--- config.mk ---
export PLATFORM = sky130hd
export DESIGN_NAME = tbms_device_flat
export DESIGN_NICKNAME = d
export VERILOG_FILES = /design/src/inc/tbms_pkg.sv /design/src/inc/tbms_link_if.sv /design/src/rtl/tbms_device.sv /design/src/flat_wrapper.sv
export VERILOG_INCLUDE_DIRS = /design/src /design/src/inc
export SDC_FILE = /design/constraint.sdc
export NUM_CORES = 1
export LEC_CHECK = 0
export BUFFER_PORTS_ARGS = -buffer_cell sky130_fd_sc_hd__buf_2
export CAP_MARGIN = 15
export CELL_PAD_IN_SITES_DETAIL_PLACEMENT = 2
export CELL_PAD_IN_SITES_GLOBAL_PLACEMENT = 2
export CORE_MARGIN = 4
export CORE_UTILIZATION = 35
export CTS_CLUSTER_SIZE = 8
export DETAILED_ROUTE_END_ITERATION = 16
export PLACE_DENSITY = 0.73
export SLEW_MARGIN = 40
export SYNTH_ARGS = -nofsm -noshare
export SYNTH_HDL_FRONTEND = slang
export SYNTH_SLANG_ARGS = --single-unit
--- constraint.sdc ---
create_clock -name mclk -period 6.2 [get_ports mclk]
set_input_delay 0.31 -clock mclk [delete_from_list [all_inputs] [get_ports mclk]]
set_output_delay 0.31 -clock mclk [all_outputs]
set_load 0.005 [all_outputs]
--- src/inc/tbms_regs.svh ---
`ifndef TBMS_REGS_SVH
`define TBMS_REGS_SVH
// clock and serial timing
`define TBMS_MCLK_MHZ 50
`define TBMS_BIT_US 64
`define TBMS_WR_DLY_US 1
// device sequencer times
`define TBMS_DIAG_US 2000
`define TBMS_READ_MAX_US 20000
`define TBMS_SLEEP_US 100000
`define TBMS_STOP_US 128
`define TBMS_WEND_US 1000
`define TBMS_LCHG_US 15000
// host pulse times
`define TBMS_HCHG_US 10000
`define TBMS_HLCHG_US 30000
`define TBMS_HSTOP_US 200
`define TBMS_HSCLK_US 8
// stored mode field positions (frame bit n sits at n-1)
`define TBMS_MODE_SYNC 4
`define TBMS_MODE_AFC 5
`define TBMS_MODE_TEST 6
// divider factors and diagnosis bytes
`define TBMS_DIV_DEF 8'h77
`define TBMS_DIV_114 8'h72
`define TBMS_DIV_115 8'h73
`define TBMS_DIV_124 8'h7c
`define TBMS_DIAG_OK 8'haf
`define TBMS_DIAG_FAIL 8'hff
// host register offsets (bytes) and command bits
`define TBMS_REG_CMD 5'h00
`define TBMS_REG_MODE 5'h04
`define TBMS_REG_LEVEL 5'h08
`define TBMS_REG_STATUS 5'h0c
`define TBMS_REG_RXDATA 5'h10
`define TBMS_CMD_FRAME 0
`define TBMS_CMD_CHARGE 1
`define TBMS_CMD_STOP 2
`define TBMS_CMD_SCLK 3
`define TBMS_CMD_LONG 4
`endif

--- src/inc/tbms_pkg.sv ---
package tbms_pkg;
   typedef enum logic [2:0] {
      S_IDLE, S_PROG, S_CHARGE, S_WRITE, S_RECHG, S_READ, S_SLEEP
   } tbms_state_t;
   typedef enum logic [1:0] {H_IDLE, H_FRAME, H_LOW, H_SCLK} tbms_hstate_t;
endpackage

--- src/inc/tbms_link_if.sv ---
`timescale 1ns/1ps
`default_nettype none
interface tbms_link_if;
   logic host_pulse_control_input;
   logic serial_result_output;
   modport dev (input host_pulse_control_input, output serial_result_output);
   modport hst (output host_pulse_control_input, input serial_result_output);
endinterface
`default_nettype wire

--- src/rtl/tbms_device.sv ---
// Function
// default mode drives bridge at default carrier
// unprogrammed mode register holds all zeros
// host holds control low to start charge
// rise after charge enters read, sends data
// second read mode programs register first
// write-read: program register, then charge
// write phase keys carrier with fixed delay
// low again recharges; rise enters read
// frame start bit is zero, not stored
// divider bits pick factor 114 to 124; only codes 1, 2 and b are decoded, all others but f give default 119
// all-ones divider bits select automatic factor
// bit 5 picks async or clocked output
// bit 6 picks demodulator threshold source
// bit 7 announces following test byte
// automatic mode loads measured count into divider
// host avoids all-ones without measurement
// host keeps test bits zero
// sequencer sends diagnosis byte during charge
// state timeouts count from state entry
// logic probe output exposes internal state
// async byte lsb first, high start, inverted
// diagnosis byte 2 ms into charge
// sync: output high flags byte, host clocks
// host low 128 us stops read phase
`timescale 1ns/1ps
`include "tbms_regs.svh"
`default_nettype none
module tbms_device #(
   parameter int DIAG_CYC = `TBMS_DIAG_US * `TBMS_MCLK_MHZ,
   parameter int READ_CYC = `TBMS_READ_MAX_US * `TBMS_MCLK_MHZ,
   parameter int SLEEP_CYC = `TBMS_SLEEP_US * `TBMS_MCLK_MHZ,
   parameter int STOP_CYC = `TBMS_STOP_US * `TBMS_MCLK_MHZ,
   parameter int WEND_CYC = `TBMS_WEND_US * `TBMS_MCLK_MHZ,
   parameter int LCHG_CYC = `TBMS_LCHG_US * `TBMS_MCLK_MHZ
) (
   input wire logic mclk,
   input wire logic rst,
   tbms_link_if.dev lnk,
   input wire logic meas_valid,
   input wire logic [7:0] meas_count,
   input wire logic rx_valid,
   input wire logic [7:0] rx_byte,
   input wire logic osc_ok,
   input wire logic short_fault,
   output logic carrier_on,
   output logic [7:0] div_factor,
   output logic threshold_source_select,
   output logic [3:0] threshold_code,
   output logic clocked_output_select,
   output logic test_follow,
   output logic logic_probe_output,
   output logic read_active
);
   localparam int BIT_CYC = `TBMS_BIT_US * `TBMS_MCLK_MHZ;
   localparam int HALF_CYC = BIT_CYC / 2;
   localparam int WDLY_CYC = `TBMS_WR_DLY_US * `TBMS_MCLK_MHZ;

   tbms_pkg::tbms_state_t st_ff;
   logic [23:0] tmr_ff;
   logic [23:0] low_ff;
   logic [3:0] bcnt_ff;
   logic [7:0] frm_ff;
   logic [6:0] mode_ff;
   logic ctl_d_ff;
   logic [WDLY_CYC-1:0] dly_ff;
   logic [7:0] hold_ff;
   logic hold_v_ff;
   logic [7:0] sh_ff;
   logic [3:0] idx_ff;
   logic [11:0] ttmr_ff;
   logic busy_ff;
   logic sro_ff;
   logic ctl;
   logic fall;
   logic rise;
   logic diag_go;
   logic ld_rx;
   logic sync_m;

   assign ctl = lnk.host_pulse_control_input;
   assign fall = ctl_d_ff & ~ctl;
   assign rise = ~ctl_d_ff & ctl;
   assign sync_m = mode_ff[`TBMS_MODE_SYNC];
   assign diag_go = (st_ff == tbms_pkg::S_CHARGE) &&
                    (tmr_ff == 24'(DIAG_CYC));
   assign ld_rx = (st_ff == tbms_pkg::S_READ) && hold_v_ff && !busy_ff;
   assign lnk.serial_result_output = sro_ff;

   // control line edge and low-time tracking
   always_ff @(posedge mclk or posedge rst) begin
      if (rst) begin
         ctl_d_ff <= 1'b1;
         low_ff <= 24'h0;
      end else begin
         ctl_d_ff <= ctl;
         if (ctl) begin
            low_ff <= 24'h0;
         end else if (low_ff != 24'hffffff) begin
            low_ff <= low_ff + 24'h1;
         end
      end
   end

   // sequencer with mode register
   always_ff @(posedge mclk or posedge rst) begin
      if (rst) begin
         st_ff <= tbms_pkg::S_IDLE;
         tmr_ff <= 24'h0;
         bcnt_ff <= 4'h0;
         frm_ff <= 8'h0;
         mode_ff <= 7'h0;
      end else begin
         tmr_ff <= tmr_ff + 24'h1;
         case (st_ff)
            tbms_pkg::S_IDLE, tbms_pkg::S_SLEEP: begin
               if (fall) begin
                  st_ff <= tbms_pkg::S_PROG;
                  tmr_ff <= 24'h0;
                  bcnt_ff <= 4'h0;
               end else if (st_ff == tbms_pkg::S_IDLE &&
                            tmr_ff >= 24'(SLEEP_CYC)) begin
                  st_ff <= tbms_pkg::S_SLEEP;
                  tmr_ff <= 24'h0;
               end
            end
            tbms_pkg::S_PROG: begin
               if (tmr_ff == 24'(HALF_CYC)) begin
                  if (bcnt_ff == 4'h8) begin
                     tmr_ff <= 24'h0;
                     if (ctl) begin
                        mode_ff <= frm_ff[7:1];
                        st_ff <= tbms_pkg::S_IDLE;
                     end else begin
                        st_ff <= tbms_pkg::S_CHARGE;
                     end
                  end else begin
                     frm_ff[bcnt_ff[2:0]] <= ctl;
                  end
               end
               if (tmr_ff == 24'(BIT_CYC - 1)) begin
                  tmr_ff <= 24'h0;
                  bcnt_ff <= bcnt_ff + 4'h1;
               end
            end
            tbms_pkg::S_CHARGE: begin
               if (rise) begin
                  tmr_ff <= 24'h0;
                  if (tmr_ff >= 24'(LCHG_CYC)) begin
                     st_ff <= tbms_pkg::S_WRITE;
                  end else begin
                     st_ff <= tbms_pkg::S_READ;
                  end
               end
            end
            tbms_pkg::S_WRITE: begin
               if (low_ff >= 24'(WEND_CYC)) begin
                  st_ff <= tbms_pkg::S_RECHG;
                  tmr_ff <= 24'h0;
               end
            end
            tbms_pkg::S_RECHG: begin
               if (rise) begin
                  st_ff <= tbms_pkg::S_READ;
                  tmr_ff <= 24'h0;
               end
            end
            tbms_pkg::S_READ: begin
               if (tmr_ff >= 24'(READ_CYC) || low_ff >= 24'(STOP_CYC)) begin
                  st_ff <= tbms_pkg::S_IDLE;
                  tmr_ff <= 24'h0;
               end
            end
            default: begin
               st_ff <= tbms_pkg::S_IDLE;
               tmr_ff <= 24'h0;
            end
         endcase
      end
   end

   // carrier keying, write data delayed by a fixed pipe
   always_ff @(posedge mclk or posedge rst) begin
      if (rst) begin
         dly_ff <= '0;
         carrier_on <= 1'b0;
      end else begin
         dly_ff <= {dly_ff[WDLY_CYC-2:0], ctl};
         case (st_ff)
            tbms_pkg::S_CHARGE, tbms_pkg::S_RECHG: carrier_on <= 1'b1;
            tbms_pkg::S_WRITE: carrier_on <= dly_ff[WDLY_CYC-1];
            default: carrier_on <= 1'b0;
         endcase
      end
   end

   // divider factor and mode outputs
   always_ff @(posedge mclk or posedge rst) begin
      if (rst) begin
         div_factor <= `TBMS_DIV_DEF;
         threshold_source_select <= 1'b0;
         threshold_code <= 4'h0;
         clocked_output_select <= 1'b0;
         test_follow <= 1'b0;
      end else begin
         case (mode_ff[3:0])
            4'h0, 4'h6: div_factor <= `TBMS_DIV_DEF;
            4'h1: div_factor <= `TBMS_DIV_114;
            4'h2: div_factor <= `TBMS_DIV_115;
            4'hb: div_factor <= `TBMS_DIV_124;
            4'hf: begin
               if (meas_valid) begin
                  div_factor <= meas_count;
               end
            end
            default: div_factor <= `TBMS_DIV_DEF;
         endcase
         threshold_source_select <= mode_ff[`TBMS_MODE_AFC];
         threshold_code <= mode_ff[3:0];
         clocked_output_select <= sync_m;
         test_follow <= mode_ff[`TBMS_MODE_TEST];
      end
   end

   // received byte holding register
   always_ff @(posedge mclk or posedge rst) begin
      if (rst) begin
         hold_ff <= 8'h0;
         hold_v_ff <= 1'b0;
      end else if (rx_valid && st_ff == tbms_pkg::S_READ) begin
         hold_ff <= rx_byte;
         hold_v_ff <= 1'b1;
      end else if (ld_rx) begin
         hold_v_ff <= 1'b0;
      end
   end

   // serial encoder, async or host clocked
   always_ff @(posedge mclk or posedge rst) begin
      if (rst) begin
         sh_ff <= 8'h0;
         idx_ff <= 4'h0;
         ttmr_ff <= 12'h0;
         busy_ff <= 1'b0;
         sro_ff <= 1'b0;
      end else if (diag_go || ld_rx) begin
         if (diag_go) begin
            sh_ff <= (osc_ok && !short_fault) ? `TBMS_DIAG_OK :
                     `TBMS_DIAG_FAIL;
         end else begin
            sh_ff <= hold_ff;
         end
         idx_ff <= 4'h0;
         ttmr_ff <= 12'h0;
         busy_ff <= 1'b1;
         sro_ff <= 1'b1;
      end else if (busy_ff && !sync_m) begin
         ttmr_ff <= ttmr_ff + 12'h1;
         if (ttmr_ff == 12'(BIT_CYC - 1)) begin
            ttmr_ff <= 12'h0;
            idx_ff <= idx_ff + 4'h1;
            if (idx_ff < 4'h8) begin
               sro_ff <= ~sh_ff[idx_ff[2:0]];
            end else if (idx_ff == 4'h8) begin
               sro_ff <= 1'b0;
            end else begin
               busy_ff <= 1'b0;
            end
         end
      end else if (busy_ff) begin
         if (fall && idx_ff < 4'h8) begin
            sro_ff <= ~sh_ff[idx_ff[2:0]];
            idx_ff <= idx_ff + 4'h1;
         end else if (rise && idx_ff == 4'h8) begin
            sro_ff <= 1'b0;
            busy_ff <= 1'b0;
         end
      end
   end

   // probe and phase outputs
   always_ff @(posedge mclk or posedge rst) begin
      if (rst) begin
         logic_probe_output <= 1'b0;
         read_active <= 1'b0;
      end else begin
         logic_probe_output <= busy_ff;
         read_active <= (st_ff == tbms_pkg::S_READ);
      end
   end
endmodule
`default_nettype wire

--- src/flat_wrapper.sv ---
// flat-port wrapper written by rule: the top's interface ports become plain ports
module tbms_device_flat 
#(
   parameter int DIAG_CYC = `TBMS_DIAG_US * `TBMS_MCLK_MHZ,
   parameter int READ_CYC = `TBMS_READ_MAX_US * `TBMS_MCLK_MHZ,
   parameter int SLEEP_CYC = `TBMS_SLEEP_US * `TBMS_MCLK_MHZ,
   parameter int STOP_CYC = `TBMS_STOP_US * `TBMS_MCLK_MHZ,
   parameter int WEND_CYC = `TBMS_WEND_US * `TBMS_MCLK_MHZ,
   parameter int LCHG_CYC = `TBMS_LCHG_US * `TBMS_MCLK_MHZ
)
  (mclk, rst, meas_valid, meas_count, rx_valid, rx_byte, osc_ok, short_fault, carrier_on, div_factor, threshold_source_select, threshold_code, clocked_output_select, test_follow, logic_probe_output, read_active, lnk_host_pulse_control_input, lnk_serial_result_output);
  tbms_link_if lnk_i ();
  input wire logic mclk;
  input wire logic rst;
  input wire logic meas_valid;
  input wire logic [7:0] meas_count;
  input wire logic rx_valid;
  input wire logic [7:0] rx_byte;
  input wire logic osc_ok;
  input wire logic short_fault;
  output logic carrier_on;
  output logic [7:0] div_factor;
  output logic threshold_source_select;
  output logic [3:0] threshold_code;
  output logic clocked_output_select;
  output logic test_follow;
  output logic logic_probe_output;
  output logic read_active;
  input wire logic [$bits(lnk_i.host_pulse_control_input)-1:0] lnk_host_pulse_control_input;
  output wire logic [$bits(lnk_i.serial_result_output)-1:0] lnk_serial_result_output;
  assign lnk_i.host_pulse_control_input = lnk_host_pulse_control_input;
  assign lnk_serial_result_output = lnk_i.serial_result_output;
  tbms_device #(.DIAG_CYC(DIAG_CYC), .READ_CYC(READ_CYC), .SLEEP_CYC(SLEEP_CYC), .STOP_CYC(STOP_CYC), .WEND_CYC(WEND_CYC), .LCHG_CYC(LCHG_CYC)) u_core (.mclk(mclk), .rst(rst), .lnk(lnk_i), .meas_valid(meas_valid), .meas_count(meas_count), .rx_valid(rx_valid), .rx_byte(rx_byte), .osc_ok(osc_ok), .short_fault(short_fault), .carrier_on(carrier_on), .div_factor(div_factor), .threshold_source_select(threshold_source_select), .threshold_code(threshold_code), .clocked_output_select(clocked_output_select), .test_follow(test_follow), .logic_probe_output(logic_probe_output), .read_active(read_active));
endmodule
# Word level (Yosys, flattened, before mapping)

Index checks and enable logic that the tools add are counted.

Register bits: 174
Input port bits: 23
Logic and storage cells: 167

Bitwise logic cells: 6
Equality and inequality tests: 31
$add $sub $neg: 5
Reduce and logical (&&, ||, !) cells: 32
Magnitude comparators: 9
Multiplexer cells: 61

Operator list:

| operator                | number |
|---|---|
| $mux W24                | 10 |
| $pmux W24 S5            | 1 |
| $add A24 B1 Y24 const B | 2 |
| $ge A24 B20 Y1 const B  | 2 |
| $mux W12                | 3 |
| $pmux W8 S4             | 1 |
| $mux W4                 | 7 |
| $mux W3                 | 9 |
| $eq A24 B11 Y1 const B  | 1 |
| $eq A24 B12 Y1 const B  | 1 |
| $eq A24 B17 Y1 const B  | 1 |
| $ge A24 B13 Y1 const B  | 1 |
| $ge A24 B16 Y1 const B  | 1 |
| $ge A24 B23 Y1 const B  | 1 |
| $ne A24 B24 Y1 const B  | 1 |
| $mux W1                 | 20 |
| $pmux W3 S6             | 1 |
| $eq A4 B4 Y1 const B    | 4 |
| $mux W8                 | 2 |
| $ne A2 B1 Y1 const B    | 8 |
| $add A12 B1 Y12 const B | 1 |
| $eq A12 B12 Y1 const B  | 1 |
| $reduce_and A3 Y1       | 4 |
| $logic_and A1 B1 Y1     | 10 |
| 31 further kinds        | 51 |

# Logic depth before layout (Yosys ltp)

Gate-level depths: netlist of the first run.

Depth after elaboration: 8
Gate-level depth with buffers: 8
Gate-level depth less buffers: 7

# Worst setup path after synthesis of the first run

No wires, ideal clock.

Path type: register to register
Start point: reg u_core.tmr_ff[23]
End point: reg u_core.frm_ff[4]
Period minus slack after synthesis: 2,544 ps
Stages on the path, launching flop included: 7
Buffers on the path: 0
Data arrival time: 2,416 ps
Path slack: 3,656 ps
Cell sequence: dfrtp_1 > or4_4 > or4_4 > nor3_2 > nand4_1 > nor3b_1 > mux2_1

Word-level cells in the longest chain between the ends: 2

Ends and longest elaborated chain:

| item                            | line               | text |
|---|---|---|
| from (decl)                     | tbms_device.sv:60  | `logic [23:0] tmr_ff;` |
| from (signal assigned)          | tbms_device.sv:114 | `tmr_ff <= tmr_ff + 24'h1;` |
| $eq A24 B11 Y1                  | tbms_device.sv:128 | `if (tmr_ff == 24'(HALF_CYC)) begin` |
| $reduce_and A3 Y1 (no line)     | -                  |  |
| to (signal, indexed assignment) | tbms_device.sv:138 | `frm_ff[bcnt_ff[2:0]] <= ctl;` |
| to (decl)                       | tbms_device.sv:63  | `logic [7:0] frm_ff;` |

Every way passes these cells.
A chain may end at the register's enable or synchronous reset.

# Worst setup path in the final report of the first run

Start point: reg u_core.tmr_ff[23]
End point: reg u_core.ttmr_ff[3]

Word-level cells in the longest chain between the ends: 4

Ends and longest elaborated chain:

| item                                                  | line               | text |
|---|---|---|
| $eq A24 B17 Y1 (*)                                    | tbms_device.sv:86  | `(tmr_ff == 24'(DIAG_CYC));` |
| $logic_and A1 B1 Y1 (*)                               | tbms_device.sv:85  | `assign diag_go = (st_ff == tbms_pkg::S_CHARGE) &&` |
| $logic_or A1 B1 Y1 (*)                                | tbms_device.sv:246 | `end else if (diag_go \|\| ld_rx) begin` |
| $mux W12 / $reduce_bool A2 Y1 (equally long branches) | -                  |  |
| to (signal assigned)                                  | tbms_device.sv:258 | `ttmr_ff <= ttmr_ff + 12'h1;` |
| to (decl)                                             | tbms_device.sv:71  | `logic [11:0] ttmr_ff;` |

Every way passes the cells marked *; elsewhere a longest branch is shown, timed or not.

==> run_results.csv, run 1 <==
group,metric,value,unit
worst_setup_path,reg2regPathDepth,7,
worst_setup_path,cp_max_fo,16,
grt,grt_pass1_vias,6006,
die,core,21000,um2
die,rows,53,
placement,io_buffers,41,
final_layout,antennaDiodeCount,0,
yosys,syn_nets,713,
run,cap_violations,0,
worst_setup_path,end_kind,"flop",
sta,rsz0062_at_grt,"no",
sta,period_share,46.7,%
clocking,clk_latency,0.44,ns
worst_hold_path,hold_path.class,"in2reg",
yosys,synth_area,7480,um2
power,ir_worst_vdd,0.191,mV
yosys,yosys_warnings,0,
routing,avgRoutedWirePerCell,18.9,um
clocking,numCtsBuffers,17,
sta,worst_slack,3.31,ns
grt,grt_max_degree,61,
yosys,ys.flop_type,"dfrtp_1",
clocking,root_buffer,"clkbuf_16",
sta,fmax,345,MHz
clocking,cts_tree,"built",
worst_setup_path,r2r-end,"u_core.ttmr_ff[3]",
power,total_power,2.50,mW
yosys,seq_area_frac_synth,58.0,%
routing,via_count,5331,
final_layout,final_nets,751,
worst_hold_path,holdPathStages,3,
worst_setup_path,crit_arrival,3.22,ns
placement,dp_hpwl,12900,um
grt,grt_pass1_wl,32400,um
worst_hold_path,hp-start,"meas_count[4]",
sta,finClkSkew,0.0121,ns
placement,dp_slack,3.31,ns
yosys,synth.area.top_cells,"dfrtp_1, nor2_1, xor2_1, nand2_1, mux2_2",
power,power_density,290,nW/um2
routing,antenna_left,0,
clocking,clock-sinks,173,
yosys,synth_edf_count,0,
clocking,clk_path_buf_depth,2,
power,leakagePower,3.82,nW
clocking,worst_setup_hold_path_clk_slew,0.07,ns
yosys,synth.largest_area_cell,"dfrtp_1",
sta,period_needed,2.89,ns
worst_setup_path,crit_path_start_kind,"flop",
routing,dr.pass1.iters,4,
sta,slew_viol_final,0,
yosys,async_flop_share,100,%
final_layout,regArea,4340,um2
clocking,htree_levels,4,
yosys,synth.most_common_cell,"dfrtp_1",
worst_setup_path,critical_path_class,"reg2reg",
sta,worst_slew_pin_slew,0.723,ns
yosys,syn_inst,682,
die,die_w,154,um
grt,antenna_found_initial,0,
die,start_util,35.6,%
clocking,postCtsSetupBuffers,0,
die,io_pins,42,
yosys,netlist_top_cells_count,"dfrtp_1, nor2_1, nand2_1, xor2_1, nand3_1",
final_layout,multi_input_area,2990,um2
die,die_h,154,um
worst_setup_path,rr_startpoint,"u_core.tmr_ff[23]",
final_layout,drive_gt1_share,16.5,%
yosys,ys_ff_latch,173,
yosys,synth_top_area_share,55.5,%
placement,gp_congestion,0.818,
status,status,"complete, no violations",
die,dieArea,23800,um2
routing,routed_wl,19000,um
routing,drt-initial-drc-count,171,
final_layout,nFillCells,2170,
routing,viasPerCell,5.29,
worst_setup_path,ff2ff_setup_slack,3.31,ns
sta,setup_viol,0,
final_layout,syn_to_final_growth,15.4,%
worst_setup_path,required,6.53,ns
sta,hold_viol,0,
grt,grt-ovfl-total,0,
routing,drc_errors,0,
yosys,avgSynthCellArea,11.0,um2
yosys,synth_cell_types,61,
sta,finalSetupTns,0,ns
sta,max_slew_margin,51.4,%
grt,grt_usage,16.8,%
worst_hold_path,whs_endpoint,"u_core.div_factor[4]",
what timing repair did:
action	in CTS	in global routing
hold endpoints to repair	57	0
hold buffers	1	0
resized for setup	0	0
sequential cells by signal, indices dropped and copies added (netlist names), 3 cells and up:
register	count
u_core.ttmr_ff	12
u_core.div_factor	8
u_core.low_ff	24
u_core.mode_ff	7
u_core.tmr_ff	24
u_core.threshold_code	4
u_core.dly_ff	50
u_core.hold_ff	8
u_core.st_ff	3
u_core.frm_ff	7
u_core.bcnt_ff	4
u_core.idx_ff	4
u_core.sh_ff	8
worst max-delay path, cell delays in order (launching register included):
cell     delay (ns)
dfrtp_1        0.43
or4_4          0.58
or4_4          0.57
nor4_4         0.28
buf_4          0.27
nor2_1         0.21
a21o_1         0.21
a22o_1         0.23
through the flow:
step	util [%]	instance area (um2)	instances	hold slack (ns)
after CTS	41.0	8620	1008	0.0903
after detailed placement	37.9	7970	975	0.336
after global placement	37.9	7960	975	0.336
after floorplan	-	7480	682	0.314
after global routing	41.1	8630	1008	0.0972
final	41.1	8630	1008	0.108
logic make-up (layout without fill, tap and decap cells):
group	Yosys count	in the layout	synth area share, %
AND/OR/NAND/NOR	291	291	20.1
flip-flops	173	173	58.0
AO/OA/AOI/OAI	85	85	7.39
XOR/XNOR	46	46	5.38
buffers and inverters	44	95	2.39
multiplexers	35	35	5.40
adder cells (fa/ha/maj)	8	8	1.34
report_power, final:
part	leakage [nW]	internal, mW	switching (mW)
logic	1.34	0.0499	0.0669
registers	2.17	1.17	0.0448
clock network	0.312	0.693	0.479
final cells by class:
| class | instances | share of cell area (%) |
|---|---|---|
| sequential | 173 | 50.2 |
| multi-input combinational | 465 | 34.6 |
| clock buffer | 18 | 5.09 |
| tap | 275 | 3.98 |
| timing repair buffer | 48 | 3.06 |
| clock inverter | 14 | 2.35 |
| inverter | 15 | 0.710 |
routing by layer:
metal / up-vias / GRT usage [%] / part of all wire, %
met4: 0 / 4.96 / 1.3
met5: - / 0 / 0
met2: 54 / 29.5 / 52
met3: 19 / 3.08 / 2.3
met1: 2779 / 21.1 / 44
li1: 2479 / - / -
worst max path at each step:
stage	depth (start not counted)	from	slack [ns]	to
3_5_place_dp	7	u_core.tmr_ff[22]	3.31	u_core.ttmr_ff[3]
6_report	7	u_core.tmr_ff[23]	3.31	u_core.ttmr_ff[3]
2_1_floorplan	1	rst	1.21	u_core.bcnt_ff[0]
3_3_place_gp	7	u_core.tmr_ff[23]	3.41	u_core.ttmr_ff[3]
5_1_grt	7	u_core.tmr_ff[22]	3.17	u_core.ttmr_ff[3]
4_1_cts	7	u_core.tmr_ff[22]	3.30	u_core.ttmr_ff[3]
placed cells by master, fill, tap and decap left out, types with 6 or more instances in the layout:
master,n
dfrtp_1,166
nor2_1,85
nand2_1,55
buf_2,41
xor2_1,34
nand3_1,28
nor3_1,22
nand4_1,20
mux2_2,18
o21ai_0,17
a21oi_1,17
clkbuf_16,17
inv_1,14
and3_1,13
xnor2_1,12
o21ai_1,12
nor2b_1,10
mux2i_1,10
or3_1,8
or4_1,8
ha_1,8
dfstp_2,7
nor4_1,6
and4_1,6
inv_6,6
Note: power is estimated with default switching activity, not from simulation.
==> run 2: changes to the inputs <==
--- a/config.mk
+++ b/config.mk
@@ -14,7 +14,7 @@
 export CORE_UTILIZATION = 35
 export CTS_CLUSTER_SIZE = 8
 export DETAILED_ROUTE_END_ITERATION = 16
-export PLACE_DENSITY = 0.73
+export PLACE_DENSITY = 0.75
 export SLEW_MARGIN = 40
 export SYNTH_ARGS = -nofsm -noshare
 export SYNTH_HDL_FRONTEND = slang
==> constraint.sdc (replaced) <==
create_clock -name mclk -period 2.6 [get_ports mclk]
set_input_delay 0.13 -clock mclk [delete_from_list [all_inputs] [get_ports mclk]]
set_output_delay 0.13 -clock mclk [all_outputs]
set_load 0.005 [all_outputs]
==> run_results.csv, run 2 (synthesis gave the netlist of run 1 again) <==
group,metric,value,unit
worst_hold_path,hold_path.class,"in2reg",
worst_setup_path,crit_start,"u_core.tmr_ff[13]",
grt,antenna_found_initial,0,
final_layout,regArea,4340,um2
final_layout,nFillCells,2102,
routing,routed_wl,21100,um
die,core,21000,um2
sta,period_needed,2.69,ns
final_layout,multi_input_area,3140,um2
routing,drt-initial-drc-count,248,
sta,setup_viol,28,
worst_setup_path,rr_startpoint,"u_core.tmr_ff[13]",
sta,slew_viol_final,0,
die,io_pins,42,
clocking,htree_levels,4,
sta,hold_viol,0,
routing,drc_errors,0,
grt,grt_pass1_vias,6263,
worst_setup_path,critical_path_class,"reg2reg",
die,die_h,154,um
grt,grt_pass1_wl,33700,um
die,die_w,154,um
placement,gp_congestion,0.790,
final_layout,fin_util,44.2,%
final_layout,layout_commonest_cell,"dfrtp_1",
worst_setup_path,crit_end,"u_core.st_ff[2]",
clocking,numCtsBuffers,17,
worst_setup_path,required,2.92,ns
grt,grt_usage,17.6,%
sta,worst_slew_pin_slew,0.557,ns
clocking,cts_tree,"built",
final_layout,antennaDiodeCount,0,
die,start_util,35.6,%
clocking,clock-sinks,173,
sta,rsz0062_at_grt,"yes",
status,status,"finished with violations",
final_layout,syn_to_final_growth,24.2,%
sta,fmax,372,MHz
worst_setup_path,ff2ff_setup_slack,-0.09,ns
worst_setup_path,crit_arrival,3.01,ns
final_layout,largest_register_ffs,50,
worst_setup_path,r2r-end,"u_core.st_ff[2]",
sta,max_slew_margin,62.6,%
routing,dr.pass1.iters,4,
final_layout,top_regs,"u_core.dly_ff x50, u_core.low_ff x24, u_core.tmr_ff x24",
run,cap_violations,0,
routing,viasPerCell,5.28,
placement,io_buffers,41,
worst_setup_path,cp_max_fo,4,
power,ir_worst_vdd,0.414,mV
grt,grt_max_degree,90,
clocking,root_buffer,"clkbuf_16",
worst_setup_path,crit_path_start_kind,"flop",
routing,antenna_left,0,
status,violations,"negative setup slack",
worst_setup_path,end_kind,"flop",
worst_setup_path,reg2regPathDepth,6,
final_layout,final_cell_mix,"dfrtp_1, nor2_1, nand2_1",
die,dieArea,23800,um2
final_layout,final_nets,808,
routing,via_count,5624,
die,rows,53,
sta,finClkSkew,0.00568,ns
clocking,clk_path_buf_depth,2,
power,leakagePower,4.09,nW
placement,dp_hpwl,13600,um
clocking,worst_setup_hold_path_clk_slew,0.07,ns
final_layout,drive_gt1_share,23.8,%
final_layout,top_register,"u_core.dly_ff",
routing,avgRoutedWirePerCell,19.8,um
sta,finalSetupTns,-0.982,ns
clocking,clk_latency,0.43,ns
sta,worst_slack,-0.0885,ns
grt,grt-ovfl-total,0,
power,power_density,620,nW/um2
sta,period_share,103,%
==> run 2: cell types whose count changed in the layout (fill, tap and decap cells not counted), sizes merged <==
cell	delta
bufinv	-3
inv	-1
dlygate4sd3	+15
buf	+40
clkbuf	+4
clkinvlp	+2
==> run 2: repair_timing <==
item,4_1_cts,5_1_grt
gates resized for setup,8,40
setup buffers,0,8
setup endpoints to repair,34,45
pin swaps,1,24
cloned,0,3
hold buffers,16,0
hold endpoints to repair,181,0
==> run 2: through the flow <==
step                      std cells  area (um2)  hold WS (ns)  setup slack [ns]  total power, mW
after floorplan                 682        7490         0.134            0.0560             3.10
after global placement         1006        8230         0.332           0.00144             3.22
after detailed placement       1006        8230         0.336           -0.0484             3.25
after CTS                      1054        9020       0.00151           0.00109             5.85
after global routing           1065        9300        0.0282            -0.140             6.02
final                          1065        9300        0.0103           -0.0885             5.76
==> run 2: metal layers <==
layer,global-route usage [%],vias up,wire (um)
met3,3.64,29,576
met5,0,-,0
met4,5.38,0,354
met2,30.7,75,10900
li1,-,2595,-
met1,21.9,2925,9200
==> run 2: area by class of cell <==
type,instances,share of cell area (%)
clock buffer,20,5.02
clock inverter,12,1.33
inverter,15,0.646
multi-input combinational,465,33.7
sequential,173,46.7
tap,275,3.70
timing repair buffer,105,8.91
==> run 2: worst min-delay path by stage <==
stage / start / to / slack (ns) / cells after the start
2_1_floorplan: lnk_host_pulse_control_input / u_core.ctl_d_ff / 0.13 / 0
3_3_place_gp: rst / u_core.ttmr_ff[10] / 0.33 / 3
3_5_place_dp: u_core.dly_ff[29] / u_core.dly_ff[30] / 0.34 / 0
4_1_cts: meas_count[1] / u_core.div_factor[1] / 0.002 / 3
5_1_grt: meas_count[1] / u_core.div_factor[1] / 0.03 / 3
6_report: meas_count[1] / u_core.div_factor[1] / 0.01 / 3
==> run 2: power by group <==
group	total (mW)	internal, mW	switching [mW]
Combinational	0.306	0.139	0.167
Clock	2.55	1.42	1.13
Sequential	2.91	2.79	0.115
Total	5.76	4.35	1.41
==> run 2: critical path, cell delays in order (launching register included) <==
cell and delay, ns:
dfrtp_1 0.44, or4_4 0.56, or3_4 0.39, a2111oi_4 0.38
o221ai_2 0.21, or4_1 0.45, o211a_1 0.14
